`config.mk`:
```
export PLATFORM = sky130hd
export DESIGN_NAME = sfc_device_flat
export DESIGN_NICKNAME = d
export VERILOG_FILES = /design/src/logic/sfc_pkg.sv /design/src/logic/sfc_if.sv /design/src/logic/sfc_device.sv /design/src/logic/sfc_timer.sv /design/src/flat_wrapper.sv
export VERILOG_INCLUDE_DIRS = /design/src /design/src/logic
export SDC_FILE = /design/constraint.sdc
export NUM_CORES = 1
export LEC_CHECK = 0
export BUFFER_PORTS_ARGS = -buffer_cell sky130_fd_sc_hd__buf_2
export CAP_MARGIN = 40
export CORE_MARGIN = 1
export CORE_UTILIZATION = 41
export DETAILED_ROUTE_END_ITERATION = 8
export PLACE_DENSITY_LB_ADDON = 0.15
export REMOVE_ABC_BUFFERS = 1
export SYNTH_ARGS = -nofsm -noshare
export SYNTH_HDL_FRONTEND = slang
export SYNTH_SLANG_ARGS = --single-unit
export TNS_END_PERCENT = 1
```
`constraint.sdc`:
```
create_clock -name clk -period 7.6 [get_ports clk]
set_input_delay 0.38 -clock clk [delete_from_list [all_inputs] [get_ports clk]]
set_output_delay 0.38 -clock clk [all_outputs]
set_load 0.03 [all_outputs]
```
`src/logic/sfc_map.svh`:
```
// Constants for the spin-up and format control ends
`ifndef SFC_MAP_SVH
`define SFC_MAP_SVH
`define SFC_CLK_HZ 20000000
`define SFC_INIT_S 3
`define SFC_SPIN_S 20
`define SFC_STOP_S 20
`define SFC_NTF_S 5
`define SFC_FAST_S 1
`define SFC_FMT_MIN 420
`define SFC_FMT_EXTRA_MIN 30
`define SFC_INIT_CYC (40'(`SFC_INIT_S) * 40'(`SFC_CLK_HZ))
`define SFC_SPIN_CYC (40'(`SFC_SPIN_S) * 40'(`SFC_CLK_HZ))
`define SFC_STOP_CYC (40'(`SFC_STOP_S) * 40'(`SFC_CLK_HZ))
`define SFC_NTF_CYC (40'(`SFC_NTF_S) * 40'(`SFC_CLK_HZ))
`define SFC_FAST_CYC (40'(`SFC_FAST_S) * 40'(`SFC_CLK_HZ))
`define SFC_FULL_CYC (40'(`SFC_FMT_MIN) * 40'(60) * 40'(`SFC_CLK_HZ))
`define SFC_EXTRA_CYC (40'(`SFC_FMT_EXTRA_MIN) * 40'(60) * 40'(`SFC_CLK_HZ))
`define SFC_OP_TUR 8'h00
`define SFC_OP_FORMAT 8'h04
`define SFC_OP_READ6 8'h08
`define SFC_OP_WRITE6 8'h0A
`define SFC_OP_SSU 8'h1B
`define SFC_OP_READ10 8'h28
`define SFC_OP_WRITE10 8'h2A
`define SFC_OP_MSEL10 8'h55
`define SFC_FAST_FORMAT_FIELD_FAST 2'h1
`define SFC_FMT_B1 8'h14
`define SFC_FMT_HDR 32'h00020000
`define SFC_FMT_IMMEDIATE_FLAG_BIT 17
`define SFC_MS_B1 8'h01
`define SFC_MS_PLEN 8'h10
`define SFC_DESC_LEN 8'h08
`define SFC_ALL_ONES 32'hFFFFFFFF
`define SFC_LEN_512 16'h0200
`define SFC_LEN_520 16'h0208
`define SFC_LEN_528 16'h0210
`define SFC_LEN_4096 16'h1000
`define SFC_LEN_4160 16'h1040
`define SFC_LEN_4224 16'h1080
`define SFC_PAGE_CACHE 8'h08
`define SFC_DRA_BIT 5
`define SFC_RCD_BIT 0
`define SFC_KEY_NOT_READY 4'h2
`define SFC_KEY_ILLEGAL 4'h5
`define SFC_ASC_NOT_READY 8'h04
`define SFC_ASC_BAD_CDB 8'h24
`define SFC_ASC_BAD_PRM 8'h26
`define SFC_FP_BYTE 8'h04
`define SFC_FP_BIT 3'h1
`define SFC_REG_CTRL 8'h00
`define SFC_REG_CMD 8'h04
`define SFC_REG_BLK 8'h08
`define SFC_REG_CNT 8'h0C
`define SFC_REG_PAGE 8'h10
`define SFC_REG_FMT 8'h14
`define SFC_REG_STAT 8'h18
`define SFC_CTRL_SEND 0
`define SFC_CTRL_PDIS 1
`define SFC_CTRL_NTFA 2
`define SFC_CTRL_NTFB 3
`define SFC_STAT_DONE 1
`endif

```
`src/logic/sfc_pkg.sv`:
```
// Types shared by the spin-up and format control ends
package sfc_pkg;
   typedef enum logic [2:0] {
      SP_INIT, SP_WAIT_NTF, SP_WAIT_START, SP_WAIT_NTF2,
      SP_SPINUP, SP_READY, SP_STOPPING, SP_STOPPED
   } sfc_spin_t;
   typedef enum logic [1:0] {CM_IDLE, CM_START_WAIT, CM_STOP_WAIT, CM_FORMAT} sfc_cmd_t;
   typedef enum logic [1:0] {H_IDLE, H_SEND, H_WAIT} sfc_host_t;
   typedef enum logic [2:0] {
      K_RAW, K_SIZE512, K_SIZE4096, K_FASTFMT, K_START, K_STOP
   } sfc_kind_t;
endpackage

```
`src/logic/sfc_if.sv`:
```
// Command link between the initiator end and the drive end
`timescale 1ns/1ps
interface sfc_if;
   logic cmd_valid;
   logic cmd_ready;
   logic [7:0] cdb_op;
   logic [7:0] cdb_b1;
   logic [7:0] cdb_b4;
   logic [7:0] cdb_plen;
   logic [7:0] prm_desc_len;
   logic [31:0] prm_block_count;
   logic [15:0] prm_block_len;
   logic [7:0] prm_page;
   logic [7:0] prm_pg_b2;
   logic [7:0] prm_pg_b12;
   logic [31:0] prm_fmt_hdr;
   logic sts_valid;
   logic sts_check;
   logic [3:0] sense_key;
   logic [7:0] sense_asc;
   logic [7:0] sense_fp_byte;
   logic [2:0] sense_fp_bit;
   logic notify_a;
   logic notify_b;
   logic power_disable;
   modport dev (
      input cmd_valid, cdb_op, cdb_b1, cdb_b4, cdb_plen, prm_desc_len, prm_block_count,
      input prm_block_len, prm_page, prm_pg_b2, prm_pg_b12, prm_fmt_hdr,
      input notify_a, notify_b, power_disable,
      output cmd_ready, sts_valid, sts_check, sense_key, sense_asc, sense_fp_byte,
      output sense_fp_bit
   );
   modport host (
      output cmd_valid, cdb_op, cdb_b1, cdb_b4, cdb_plen, prm_desc_len, prm_block_count,
      output prm_block_len, prm_page, prm_pg_b2, prm_pg_b12, prm_fmt_hdr,
      output notify_a, notify_b, power_disable,
      input cmd_ready, sts_valid, sts_check, sense_key, sense_asc, sense_fp_byte,
      input sense_fp_bit
   );
endinterface

```
`src/logic/sfc_device.sv`:
```
// Drive end: spin-up sequencing, format and mode-select handling
//
// Added by the designer: the APB interface to the registers and the register addresses.
`timescale 1ns/1ps
`include "sfc_map.svh"
module sfc_device import sfc_pkg::*; #(
   parameter int TW = 40,
   parameter logic [39:0] INIT_CYC = `SFC_INIT_CYC,
   parameter logic [39:0] SPIN_CYC = `SFC_SPIN_CYC,
   parameter logic [39:0] STOP_CYC = `SFC_STOP_CYC,
   parameter logic [39:0] NTF_CYC = `SFC_NTF_CYC,
   parameter logic [39:0] FAST_CYC = `SFC_FAST_CYC,
   parameter logic [39:0] FULL_CYC = `SFC_FULL_CYC,
   parameter logic [39:0] EXTRA_CYC = `SFC_EXTRA_CYC,
   parameter bit NATIVE_512_ONLY = 1'b0
) (
   // Clock and reset
   input wire logic clk,
   input wire logic arst_n,
   // Link to the initiator
   sfc_if.dev lnk,
   // Drive-side status
   output logic dev_ready,
   output logic fmt_busy,
   output logic [15:0] block_len,
   output logic prefetch_en,
   output logic read_cache_en
);
   sfc_spin_t spin_reg, spin_next;
   sfc_cmd_t cmd_reg, cmd_next;
   logic [15:0] cur_len_reg, cur_len_next;
   logic [15:0] pend_len_reg, pend_len_next;
   logic dra_reg, dra_next;
   logic rcd_reg, rcd_next;
   logic [39:0] fmt_lim_reg, fmt_lim_next;
   logic fmt_immediate_flag_reg, fmt_immediate_flag_next;
   logic sv_reg, sv_next;
   // Sense image {check, key, asc, pointer byte, pointer bit}
   logic [23:0] sns_reg, sns_next;
   logic ntf;
   logic take;
   logic hit_init, hit_spin, hit_ntf, hit_fmt;
   logic [39:0] spin_lim;
   logic [18:0] cur8, pend8;
   logic conv_ok;
   logic size_ok;
   logic media_op;

   assign ntf = lnk.notify_a || lnk.notify_b;
   // Commands held off until power-on init is done
   assign lnk.cmd_ready = (spin_reg != SP_INIT) && (cmd_reg == CM_IDLE) && !lnk.power_disable;
   assign take = lnk.cmd_valid && lnk.cmd_ready;
   assign spin_lim = (spin_reg == SP_STOPPING) ? STOP_CYC : SPIN_CYC;
   assign cur8 = {cur_len_reg, 3'h0};
   assign pend8 = {pend_len_reg, 3'h0};
   // Exact multiple of 8 either way, or unchanged
   assign conv_ok = (cur_len_reg == pend_len_reg) || (cur8 == 19'(pend_len_reg)) ||
                    (pend8 == 19'(cur_len_reg));
   // Supported logical block lengths
   assign size_ok = (lnk.prm_block_len == `SFC_LEN_512) || (lnk.prm_block_len == `SFC_LEN_520) ||
                    (lnk.prm_block_len == `SFC_LEN_528) ||
                    (!NATIVE_512_ONLY && ((lnk.prm_block_len == `SFC_LEN_4096) ||
                    (lnk.prm_block_len == `SFC_LEN_4160) || (lnk.prm_block_len == `SFC_LEN_4224)));
   assign media_op = (lnk.cdb_op == `SFC_OP_TUR) || (lnk.cdb_op == `SFC_OP_READ6) ||
                     (lnk.cdb_op == `SFC_OP_WRITE6) || (lnk.cdb_op == `SFC_OP_READ10) ||
                     (lnk.cdb_op == `SFC_OP_WRITE10);

   sfc_timer #(.TW(TW)) u_init (
      .clk(clk), .arst_n(arst_n), .run(spin_reg == SP_INIT), .limit(TW'(INIT_CYC)),
      .hit(hit_init)
   );
   sfc_timer #(.TW(TW)) u_spin (
      .clk(clk), .arst_n(arst_n),
      .run((spin_reg == SP_SPINUP) || (spin_reg == SP_STOPPING)),
      .limit(TW'(spin_lim)), .hit(hit_spin)
   );
   sfc_timer #(.TW(TW)) u_ntf (
      .clk(clk), .arst_n(arst_n), .run(cmd_reg == CM_START_WAIT), .limit(TW'(NTF_CYC)),
      .hit(hit_ntf)
   );
   sfc_timer #(.TW(TW)) u_fmt (
      .clk(clk), .arst_n(arst_n), .run(cmd_reg == CM_FORMAT), .limit(TW'(fmt_lim_reg)),
      .hit(hit_fmt)
   );

   always_comb begin
      spin_next = spin_reg;
      cmd_next = cmd_reg;
      cur_len_next = cur_len_reg;
      pend_len_next = pend_len_reg;
      dra_next = dra_reg;
      rcd_next = rcd_reg;
      fmt_lim_next = fmt_lim_reg;
      fmt_immediate_flag_next = fmt_immediate_flag_reg;
      sv_next = 1'b0;
      sns_next = sns_reg;
      // Spindle sequencing
      case (spin_reg)
         SP_INIT: if (hit_init) spin_next = SP_WAIT_NTF;
         SP_WAIT_NTF, SP_WAIT_NTF2: if (ntf) spin_next = SP_SPINUP;
         SP_SPINUP: if (hit_spin) spin_next = SP_READY;
         SP_STOPPING: if (hit_spin) spin_next = SP_STOPPED;
         default: ;
      endcase
      // Completion of long-running commands
      case (cmd_reg)
         CM_START_WAIT: begin
            if (ntf) begin
               cmd_next = CM_IDLE;
               sv_next = 1'b1;
               sns_next = '0;
            end else if (hit_ntf) begin
               // No notify in the window: the start fails
               cmd_next = CM_IDLE;
               sv_next = 1'b1;
               sns_next = {1'b1, `SFC_KEY_NOT_READY, `SFC_ASC_NOT_READY, 11'h000};
            end
         end
         CM_STOP_WAIT: begin
            if (spin_reg == SP_STOPPED) begin
               cmd_next = CM_IDLE;
               sv_next = 1'b1;
               sns_next = '0;
            end
         end
         CM_FORMAT: begin
            if (hit_fmt) begin
               cmd_next = CM_IDLE;
               cur_len_next = pend_len_reg;
               sv_next = !fmt_immediate_flag_reg;
               sns_next = '0;
            end
         end
         default: ;
      endcase
      // New command, decoded in the cycle it is taken
      if (take) begin
         sv_next = 1'b1;
         sns_next = '0;
         case (lnk.cdb_op)
            `SFC_OP_FORMAT: begin
               if (lnk.cdb_b4[1]) begin
                  // Reserved fast-format values
                  sns_next = {1'b1, `SFC_KEY_ILLEGAL, `SFC_ASC_BAD_CDB, `SFC_FP_BYTE,
                              `SFC_FP_BIT};
               end else if (spin_reg != SP_READY) begin
                  sns_next = {1'b1, `SFC_KEY_NOT_READY, `SFC_ASC_NOT_READY, 11'h000};
               end else if ((lnk.cdb_b4[1:0] == `SFC_FAST_FORMAT_FIELD_FAST) && !conv_ok) begin
                  sns_next = {1'b1, `SFC_KEY_ILLEGAL, `SFC_ASC_BAD_PRM, 11'h000};
               end else begin
                  cmd_next = CM_FORMAT;
                  fmt_immediate_flag_next = lnk.prm_fmt_hdr[`SFC_FMT_IMMEDIATE_FLAG_BIT];
                  sv_next = lnk.prm_fmt_hdr[`SFC_FMT_IMMEDIATE_FLAG_BIT];
                  if (lnk.cdb_b4[1:0] == `SFC_FAST_FORMAT_FIELD_FAST) begin
                     fmt_lim_next = FAST_CYC;
                  end else if (cur_len_reg != pend_len_reg) begin
                     fmt_lim_next = 40'(FULL_CYC + EXTRA_CYC);
                  end else begin
                     fmt_lim_next = FULL_CYC;
                  end
               end
            end
            `SFC_OP_MSEL10: begin
               if (lnk.prm_page == `SFC_PAGE_CACHE) begin
                  // Each bit stands on its own
                  dra_next = lnk.prm_pg_b12[`SFC_DRA_BIT];
                  rcd_next = lnk.prm_pg_b2[`SFC_RCD_BIT];
               end else if ((lnk.prm_desc_len == `SFC_DESC_LEN) && size_ok &&
                            (lnk.prm_block_count == `SFC_ALL_ONES)) begin
                  pend_len_next = lnk.prm_block_len;
               end else begin
                  sns_next = {1'b1, `SFC_KEY_ILLEGAL, `SFC_ASC_BAD_PRM, 11'h000};
               end
            end
            `SFC_OP_SSU: begin
               if (!lnk.cdb_b4[0]) begin
                  if (spin_reg == SP_WAIT_NTF) begin
                     spin_next = SP_WAIT_START;
                  end else if ((spin_reg == SP_READY) || (spin_reg == SP_SPINUP)) begin
                     spin_next = SP_STOPPING;
                     if (!lnk.cdb_b1[0]) begin
                        cmd_next = CM_STOP_WAIT;
                        sv_next = 1'b0;
                     end
                  end
               end else begin
                  if (spin_reg == SP_WAIT_START) begin
                     spin_next = SP_WAIT_NTF2;
                  end else if (spin_reg == SP_STOPPED) begin
                     spin_next = SP_SPINUP;
                  end
                  if (lnk.cdb_b1[0] && ((spin_reg == SP_WAIT_START) ||
                      (spin_reg == SP_WAIT_NTF) || (spin_reg == SP_WAIT_NTF2))) begin
                     cmd_next = CM_START_WAIT;
                     sv_next = 1'b0;
                  end
               end
            end
            default: begin
               if (media_op && (spin_reg != SP_READY)) begin
                  sns_next = {1'b1, `SFC_KEY_NOT_READY, `SFC_ASC_NOT_READY, 11'h000};
               end
            end
         endcase
      end
      // Power-disable restarts sequencing; saved pages survive
      if (lnk.power_disable) begin
         spin_next = SP_INIT;
         cmd_next = CM_IDLE;
         sv_next = 1'b0;
      end
      // Sense stands until the next status
      if (!sv_next) sns_next = sns_reg;
   end

   always_ff @(posedge clk or negedge arst_n) begin
      if (!arst_n) begin
         spin_reg <= SP_INIT;
         cmd_reg <= CM_IDLE;
         cur_len_reg <= `SFC_LEN_512;
         pend_len_reg <= `SFC_LEN_512;
         dra_reg <= 1'b0;
         rcd_reg <= 1'b0;
         fmt_lim_reg <= 40'h1;
         fmt_immediate_flag_reg <= 1'b0;
         sv_reg <= 1'b0;
         sns_reg <= 24'h000000;
      end else begin
         spin_reg <= spin_next;
         cmd_reg <= cmd_next;
         cur_len_reg <= cur_len_next;
         pend_len_reg <= pend_len_next;
         dra_reg <= dra_next;
         rcd_reg <= rcd_next;
         fmt_lim_reg <= fmt_lim_next;
         fmt_immediate_flag_reg <= fmt_immediate_flag_next;
         sv_reg <= sv_next;
         sns_reg <= sns_next;
      end
   end

   assign lnk.sts_valid = sv_reg;
   assign lnk.sts_check = sns_reg[23];
   assign lnk.sense_key = sns_reg[22:19];
   assign lnk.sense_asc = sns_reg[18:11];
   assign lnk.sense_fp_byte = sns_reg[10:3];
   assign lnk.sense_fp_bit = sns_reg[2:0];
   assign dev_ready = (spin_reg == SP_READY);
   assign fmt_busy = (cmd_reg == CM_FORMAT);
   assign block_len = cur_len_reg;
   assign prefetch_en = !dra_reg;
   assign read_cache_en = !rcd_reg;
endmodule

```
`src/logic/sfc_timer.sv`:
```
// Elapsed-time counter: hit is high from the limit-th cycle of run for as long as run stays high
`timescale 1ns/1ps
module sfc_timer #(
   parameter int TW = 40
) (
   // Clock and reset
   input wire logic clk,
   input wire logic arst_n,
   // Control
   input wire logic run,
   input wire logic [TW-1:0] limit,
   output logic hit
);
   logic [TW-1:0] cnt_reg;
   logic [TW-1:0] cnt_next;

   // Limit of zero is treated as one cycle
   assign hit = run && (cnt_reg + TW'(1) >= limit);

   always_comb begin
      cnt_next = run ? cnt_reg + TW'(1) : '0;
   end

   always_ff @(posedge clk or negedge arst_n) begin
      if (!arst_n) begin
         cnt_reg <= '0;
      end else begin
         cnt_reg <= cnt_next;
      end
   end
endmodule

```
`src/flat_wrapper.sv`:
```
// flat-port wrapper written by rule: the top's interface ports become plain ports
module sfc_device_flat import sfc_pkg::*;
#(
   parameter int TW = 40,
   parameter logic [39:0] INIT_CYC = `SFC_INIT_CYC,
   parameter logic [39:0] SPIN_CYC = `SFC_SPIN_CYC,
   parameter logic [39:0] STOP_CYC = `SFC_STOP_CYC,
   parameter logic [39:0] NTF_CYC = `SFC_NTF_CYC,
   parameter logic [39:0] FAST_CYC = `SFC_FAST_CYC,
   parameter logic [39:0] FULL_CYC = `SFC_FULL_CYC,
   parameter logic [39:0] EXTRA_CYC = `SFC_EXTRA_CYC,
   parameter bit NATIVE_512_ONLY = 1'b0
)
  (clk, arst_n, dev_ready, fmt_busy, block_len, prefetch_en, read_cache_en, lnk_cmd_valid, lnk_cdb_op, lnk_cdb_b1, lnk_cdb_b4, lnk_cdb_plen, lnk_prm_desc_len, lnk_prm_block_count, lnk_prm_block_len, lnk_prm_page, lnk_prm_pg_b2, lnk_prm_pg_b12, lnk_prm_fmt_hdr, lnk_notify_a, lnk_notify_b, lnk_power_disable, lnk_cmd_ready, lnk_sts_valid, lnk_sts_check, lnk_sense_key, lnk_sense_asc, lnk_sense_fp_byte, lnk_sense_fp_bit);
  sfc_if lnk_i ();
  input wire logic clk;
  input wire logic arst_n;
  output logic dev_ready;
  output logic fmt_busy;
  output logic [15:0] block_len;
  output logic prefetch_en;
  output logic read_cache_en;
  input wire logic [$bits(lnk_i.cmd_valid)-1:0] lnk_cmd_valid;
  input wire logic [$bits(lnk_i.cdb_op)-1:0] lnk_cdb_op;
  input wire logic [$bits(lnk_i.cdb_b1)-1:0] lnk_cdb_b1;
  input wire logic [$bits(lnk_i.cdb_b4)-1:0] lnk_cdb_b4;
  input wire logic [$bits(lnk_i.cdb_plen)-1:0] lnk_cdb_plen;
  input wire logic [$bits(lnk_i.prm_desc_len)-1:0] lnk_prm_desc_len;
  input wire logic [$bits(lnk_i.prm_block_count)-1:0] lnk_prm_block_count;
  input wire logic [$bits(lnk_i.prm_block_len)-1:0] lnk_prm_block_len;
  input wire logic [$bits(lnk_i.prm_page)-1:0] lnk_prm_page;
  input wire logic [$bits(lnk_i.prm_pg_b2)-1:0] lnk_prm_pg_b2;
  input wire logic [$bits(lnk_i.prm_pg_b12)-1:0] lnk_prm_pg_b12;
  input wire logic [$bits(lnk_i.prm_fmt_hdr)-1:0] lnk_prm_fmt_hdr;
  input wire logic [$bits(lnk_i.notify_a)-1:0] lnk_notify_a;
  input wire logic [$bits(lnk_i.notify_b)-1:0] lnk_notify_b;
  input wire logic [$bits(lnk_i.power_disable)-1:0] lnk_power_disable;
  output wire logic [$bits(lnk_i.cmd_ready)-1:0] lnk_cmd_ready;
  output wire logic [$bits(lnk_i.sts_valid)-1:0] lnk_sts_valid;
  output wire logic [$bits(lnk_i.sts_check)-1:0] lnk_sts_check;
  output wire logic [$bits(lnk_i.sense_key)-1:0] lnk_sense_key;
  output wire logic [$bits(lnk_i.sense_asc)-1:0] lnk_sense_asc;
  output wire logic [$bits(lnk_i.sense_fp_byte)-1:0] lnk_sense_fp_byte;
  output wire logic [$bits(lnk_i.sense_fp_bit)-1:0] lnk_sense_fp_bit;
  assign lnk_i.cmd_valid = lnk_cmd_valid;
  assign lnk_i.cdb_op = lnk_cdb_op;
  assign lnk_i.cdb_b1 = lnk_cdb_b1;
  assign lnk_i.cdb_b4 = lnk_cdb_b4;
  assign lnk_i.cdb_plen = lnk_cdb_plen;
  assign lnk_i.prm_desc_len = lnk_prm_desc_len;
  assign lnk_i.prm_block_count = lnk_prm_block_count;
  assign lnk_i.prm_block_len = lnk_prm_block_len;
  assign lnk_i.prm_page = lnk_prm_page;
  assign lnk_i.prm_pg_b2 = lnk_prm_pg_b2;
  assign lnk_i.prm_pg_b12 = lnk_prm_pg_b12;
  assign lnk_i.prm_fmt_hdr = lnk_prm_fmt_hdr;
  assign lnk_i.notify_a = lnk_notify_a;
  assign lnk_i.notify_b = lnk_notify_b;
  assign lnk_i.power_disable = lnk_power_disable;
  assign lnk_cmd_ready = lnk_i.cmd_ready;
  assign lnk_sts_valid = lnk_i.sts_valid;
  assign lnk_sts_check = lnk_i.sts_check;
  assign lnk_sense_key = lnk_i.sense_key;
  assign lnk_sense_asc = lnk_i.sense_asc;
  assign lnk_sense_fp_byte = lnk_i.sense_fp_byte;
  assign lnk_sense_fp_bit = lnk_i.sense_fp_bit;
  sfc_device #(.TW(TW), .INIT_CYC(INIT_CYC), .SPIN_CYC(SPIN_CYC), .STOP_CYC(STOP_CYC), .NTF_CYC(NTF_CYC), .FAST_CYC(FAST_CYC), .FULL_CYC(FULL_CYC), .EXTRA_CYC(EXTRA_CYC), .NATIVE_512_ONLY(NATIVE_512_ONLY)) u_core (.clk(clk), .arst_n(arst_n), .lnk(lnk_i), .dev_ready(dev_ready), .fmt_busy(fmt_busy), .block_len(block_len), .prefetch_en(prefetch_en), .read_cache_en(read_cache_en));
endmodule
```
==> metrics.md <==
| Metric | Value |
|---|---|
| Type of the most critical hold path | in -> reg |
| Worst relative slew slack | 45.8% |
| Final period utilization | 63.5% |
| Global Route Usage Sum | 19.6% |
| Hold path start | lnk_prm_pg_b12[5] |
| Area grow syn2layout | 12.9% |
| Overall power | 2530 uW |
| Layout Nets | 1754 |
| Setup violators final | 0 |
| Reg2reg start | u_core.u_fmt.cnt_reg[7] |
| Via Count | 10900 |
| Worst-path clk slew | 0.06 ns |
| Pwr dens | 169 nW/um2 |
| Most common cell after layout, fill and taps aside | dfrtp_1 |
| Synth Flop Type | dfrtp_1 |
| Reg-to-reg endpoint | u_core.sns_reg[20] |
| Drt first pass iters | 5 |
| Warnings from Yosys | 0 |
| Top cell type's share of synthesized area | 39.6% |
| FF-to-FF path depth | 17 |
| Number of global-route vias before repair | 10400 |
| Placer Congestion | 0.852 |
| Setup TNS | 0 ns |
| Drc violations | 0 |
| Synth Instances | 1479 |
| Initial DRC count | 606 |
| Worst EP required | 8.00 ns |
| Worst setup path endpoint | u_core.sns_reg[20] |
| Asr flop ratio synth | 100% |
| Post-cts sizing count | 0 |
| Tightest Pin Transition | 0.805 ns |
| Syn_area_per_cell | 8.96 um2 |
| Worst Skew | 0.0303 ns |
| Tmin final | 4.83 ns |
| Die area | 33000 um2 |
| H-tree Lvls | 1 |
| Routed WL | 31700 um |
| MaxCap Viol Count | 0 |
| Final hold violation count | 0 |
| Ranking of synthesized cells by area | dfrtp_1, xnor2_1, nor2_1, xor2_1, nand3_1 |
| DP Area | 14100 um2 |
| CTS tree | built |
| Post-DRT Antenna Nets | 0 |
| First-pass GRT wire length | 53400 um |
| Setup crit start | u_core.u_fmt.cnt_reg[7] |
| Post-synth EDFFs | 0 |
| Post-synthesis cell area | 13300 um2 |
| Grt ovf | 0 |
| Crit path launch type | flop |
| Non-Filler Cell Area, Final | 15000 um2 |
| CORE AREA | 31700 um2 |
| Outcome | complete, no violations |
| Root buf cell | clkbuf_16 |
| Crit end category | flop |
| Total clock buffers created by CTS | 26 |
| Row count | 65 |
| VDD IR max | 0.147 mV |
| Peak Freq | 207 MHz |
| Critical Path AT | 5.23 ns |
| Die X | 182 um |
| Yosys reg bits | 213 |
| Ports | 196 |
| R2R Setup Slk | 2.77 ns |
| CTS sink count | 213 |
| Crit path kind | reg -> reg |
| Sequential-to-total area share from yosys stat | 40.2% |
| Via density | 5.47 |
| Initial core utilization | 41.8% |
| Slew Viols, Final | 0 |
| Largest net degree at the start of global routing | 100 |
| Layout cells sized above 1 | 13.9% |
| Initial antenna violation count | 8 |
| Die H | 182 um |
| RSZ-0062 raised after global routing | false |
| Most frequent cells in the layout | dfrtp_1, nor2_1, buf_2 |
| Clock latency on the worst-skew pair | 0.54 ns |
| Hpwl dp | 22800 um |
| Synth cell types | 79 |
| Crit Path Max Fanout | 9 |
| IO Port Bufs | 114 |
| Routed WL per cell | 15.9 um |
| Leak | 0.00638 uW |
| CTS Buffer Depth | 3 |
| Yosys top cell by area | dfrtp_1 |
## how the worst min path moves through the flow
stage / end / cells after the start
2_1_floorplan: u_core.block_len[0] / 0
3_3_place_gp: u_core.sns_reg[12] / 1
3_5_place_dp: u_core.fmt_lim_reg[35] / 1
4_1_cts: u_core.dra_reg / 3
5_1_grt: u_core.dra_reg / 3
6_report: u_core.dra_reg / 3
## area by class of cell
class                           instances  area [um2]
Antenna cell                            4        10.0
Clock buffer                           39         769
Clock inverter                          8        76.3
Fill cell                            3077       16800
Inverter                               40         150
Multi-Input combinational cell       1165        7450
Sequential cell                       213        5330
Tap cell                              402         503
Timing Repair Buffer                  124         662
## power by group
| part | total (uW) | switching (uW) | internal, uW |
|---|---|---|---|
| Sequential | 1180 | 24.4 | 1160 |
| Clock | 1210 | 483 | 730 |
| Combinational | 135 | 87.5 | 47.9 |
| Total | 2530 | 595 | 1930 |
## critical path, cell delays in order (launching register included)
cell and delay [ns]:
dfrtp_1 0.51, nand4_4 0.19, or4_1 0.69, nor4_1 0.45
nand2_1 0.21, nor3_1 0.27, xnor2_1 0.12, ha_1 0.28
nand3_1 0.09, nor2_1 0.18, nand3b_1 0.10, mux2_2 0.31
a2111o_1 0.30, o311a_4 0.17, a211oi_2 0.26, o31ai_2 0.16
inv_2 0.10, mux2_1 0.32
## metal layers
metal  wire [um]  vias to the layer above  global-route usage [%]
met5          63                        -                       0
met4         554                       10                    4.92
met3        1540                       46                    3.47
met2       14400                      219                    31.7
met1       15100                     5236                    27.2
li1            -                     5405                       -
## cells by family after synthesis
| logic type | share of synthesized area (%) |
|---|---|
| flip-flops | 40.2 |
| adder cells (fa/ha/maj) | 3.21 |
| AO/OA/AOI/OAI | 8.35 |
| multiplexers | 3.44 |
| AND/OR/NAND/NOR | 28.7 |
| other | 0.0283 |
| buffers and inverters | 3.92 |
| XOR/XNOR | 12.1 |
## synth_stat cells (all sizes together) (8+ instances only)
cell type  number
dfrtp         210
nor2          197
xnor2         112
nand2         108
nand3          89
xor2           71
nand4          68
clkbuf         48
and2           47
nor4           43
nor3           42
a21oi          41
o21ai          41
inv            40
ha             34
mux2           30
buf            27
and3           26
and4           17
or3            17
nor2b          16
or4            15
a31oi          10
or2            10
mux2i           8
## per-stage QoR
stage / instances / worst slack, ns / hold slack, ns / utilization [%]
2_1_floorplan: 1418 / 3.31 / 0.0844 / -
3_3_place_gp: 1942 / 2.48 / 0.460 / 44.4
3_5_place_dp: 1943 / 2.76 / 0.466 / 44.4
4_1_cts: 1991 / 2.73 / 0.0149 / 47.1
5_1_grt: 1994 / 2.43 / 0.0308 / 47.2
6_report: 1995 / 2.77 / 0.0358 / 47.2
## repair_timing
action,4_1_cts,5_1_grt
setup buffers,0,0
hold endpoints to repair,96,0
setup endpoints to repair,0,0
hold buffers,1,0
Power figures use the tool's default switching activity.
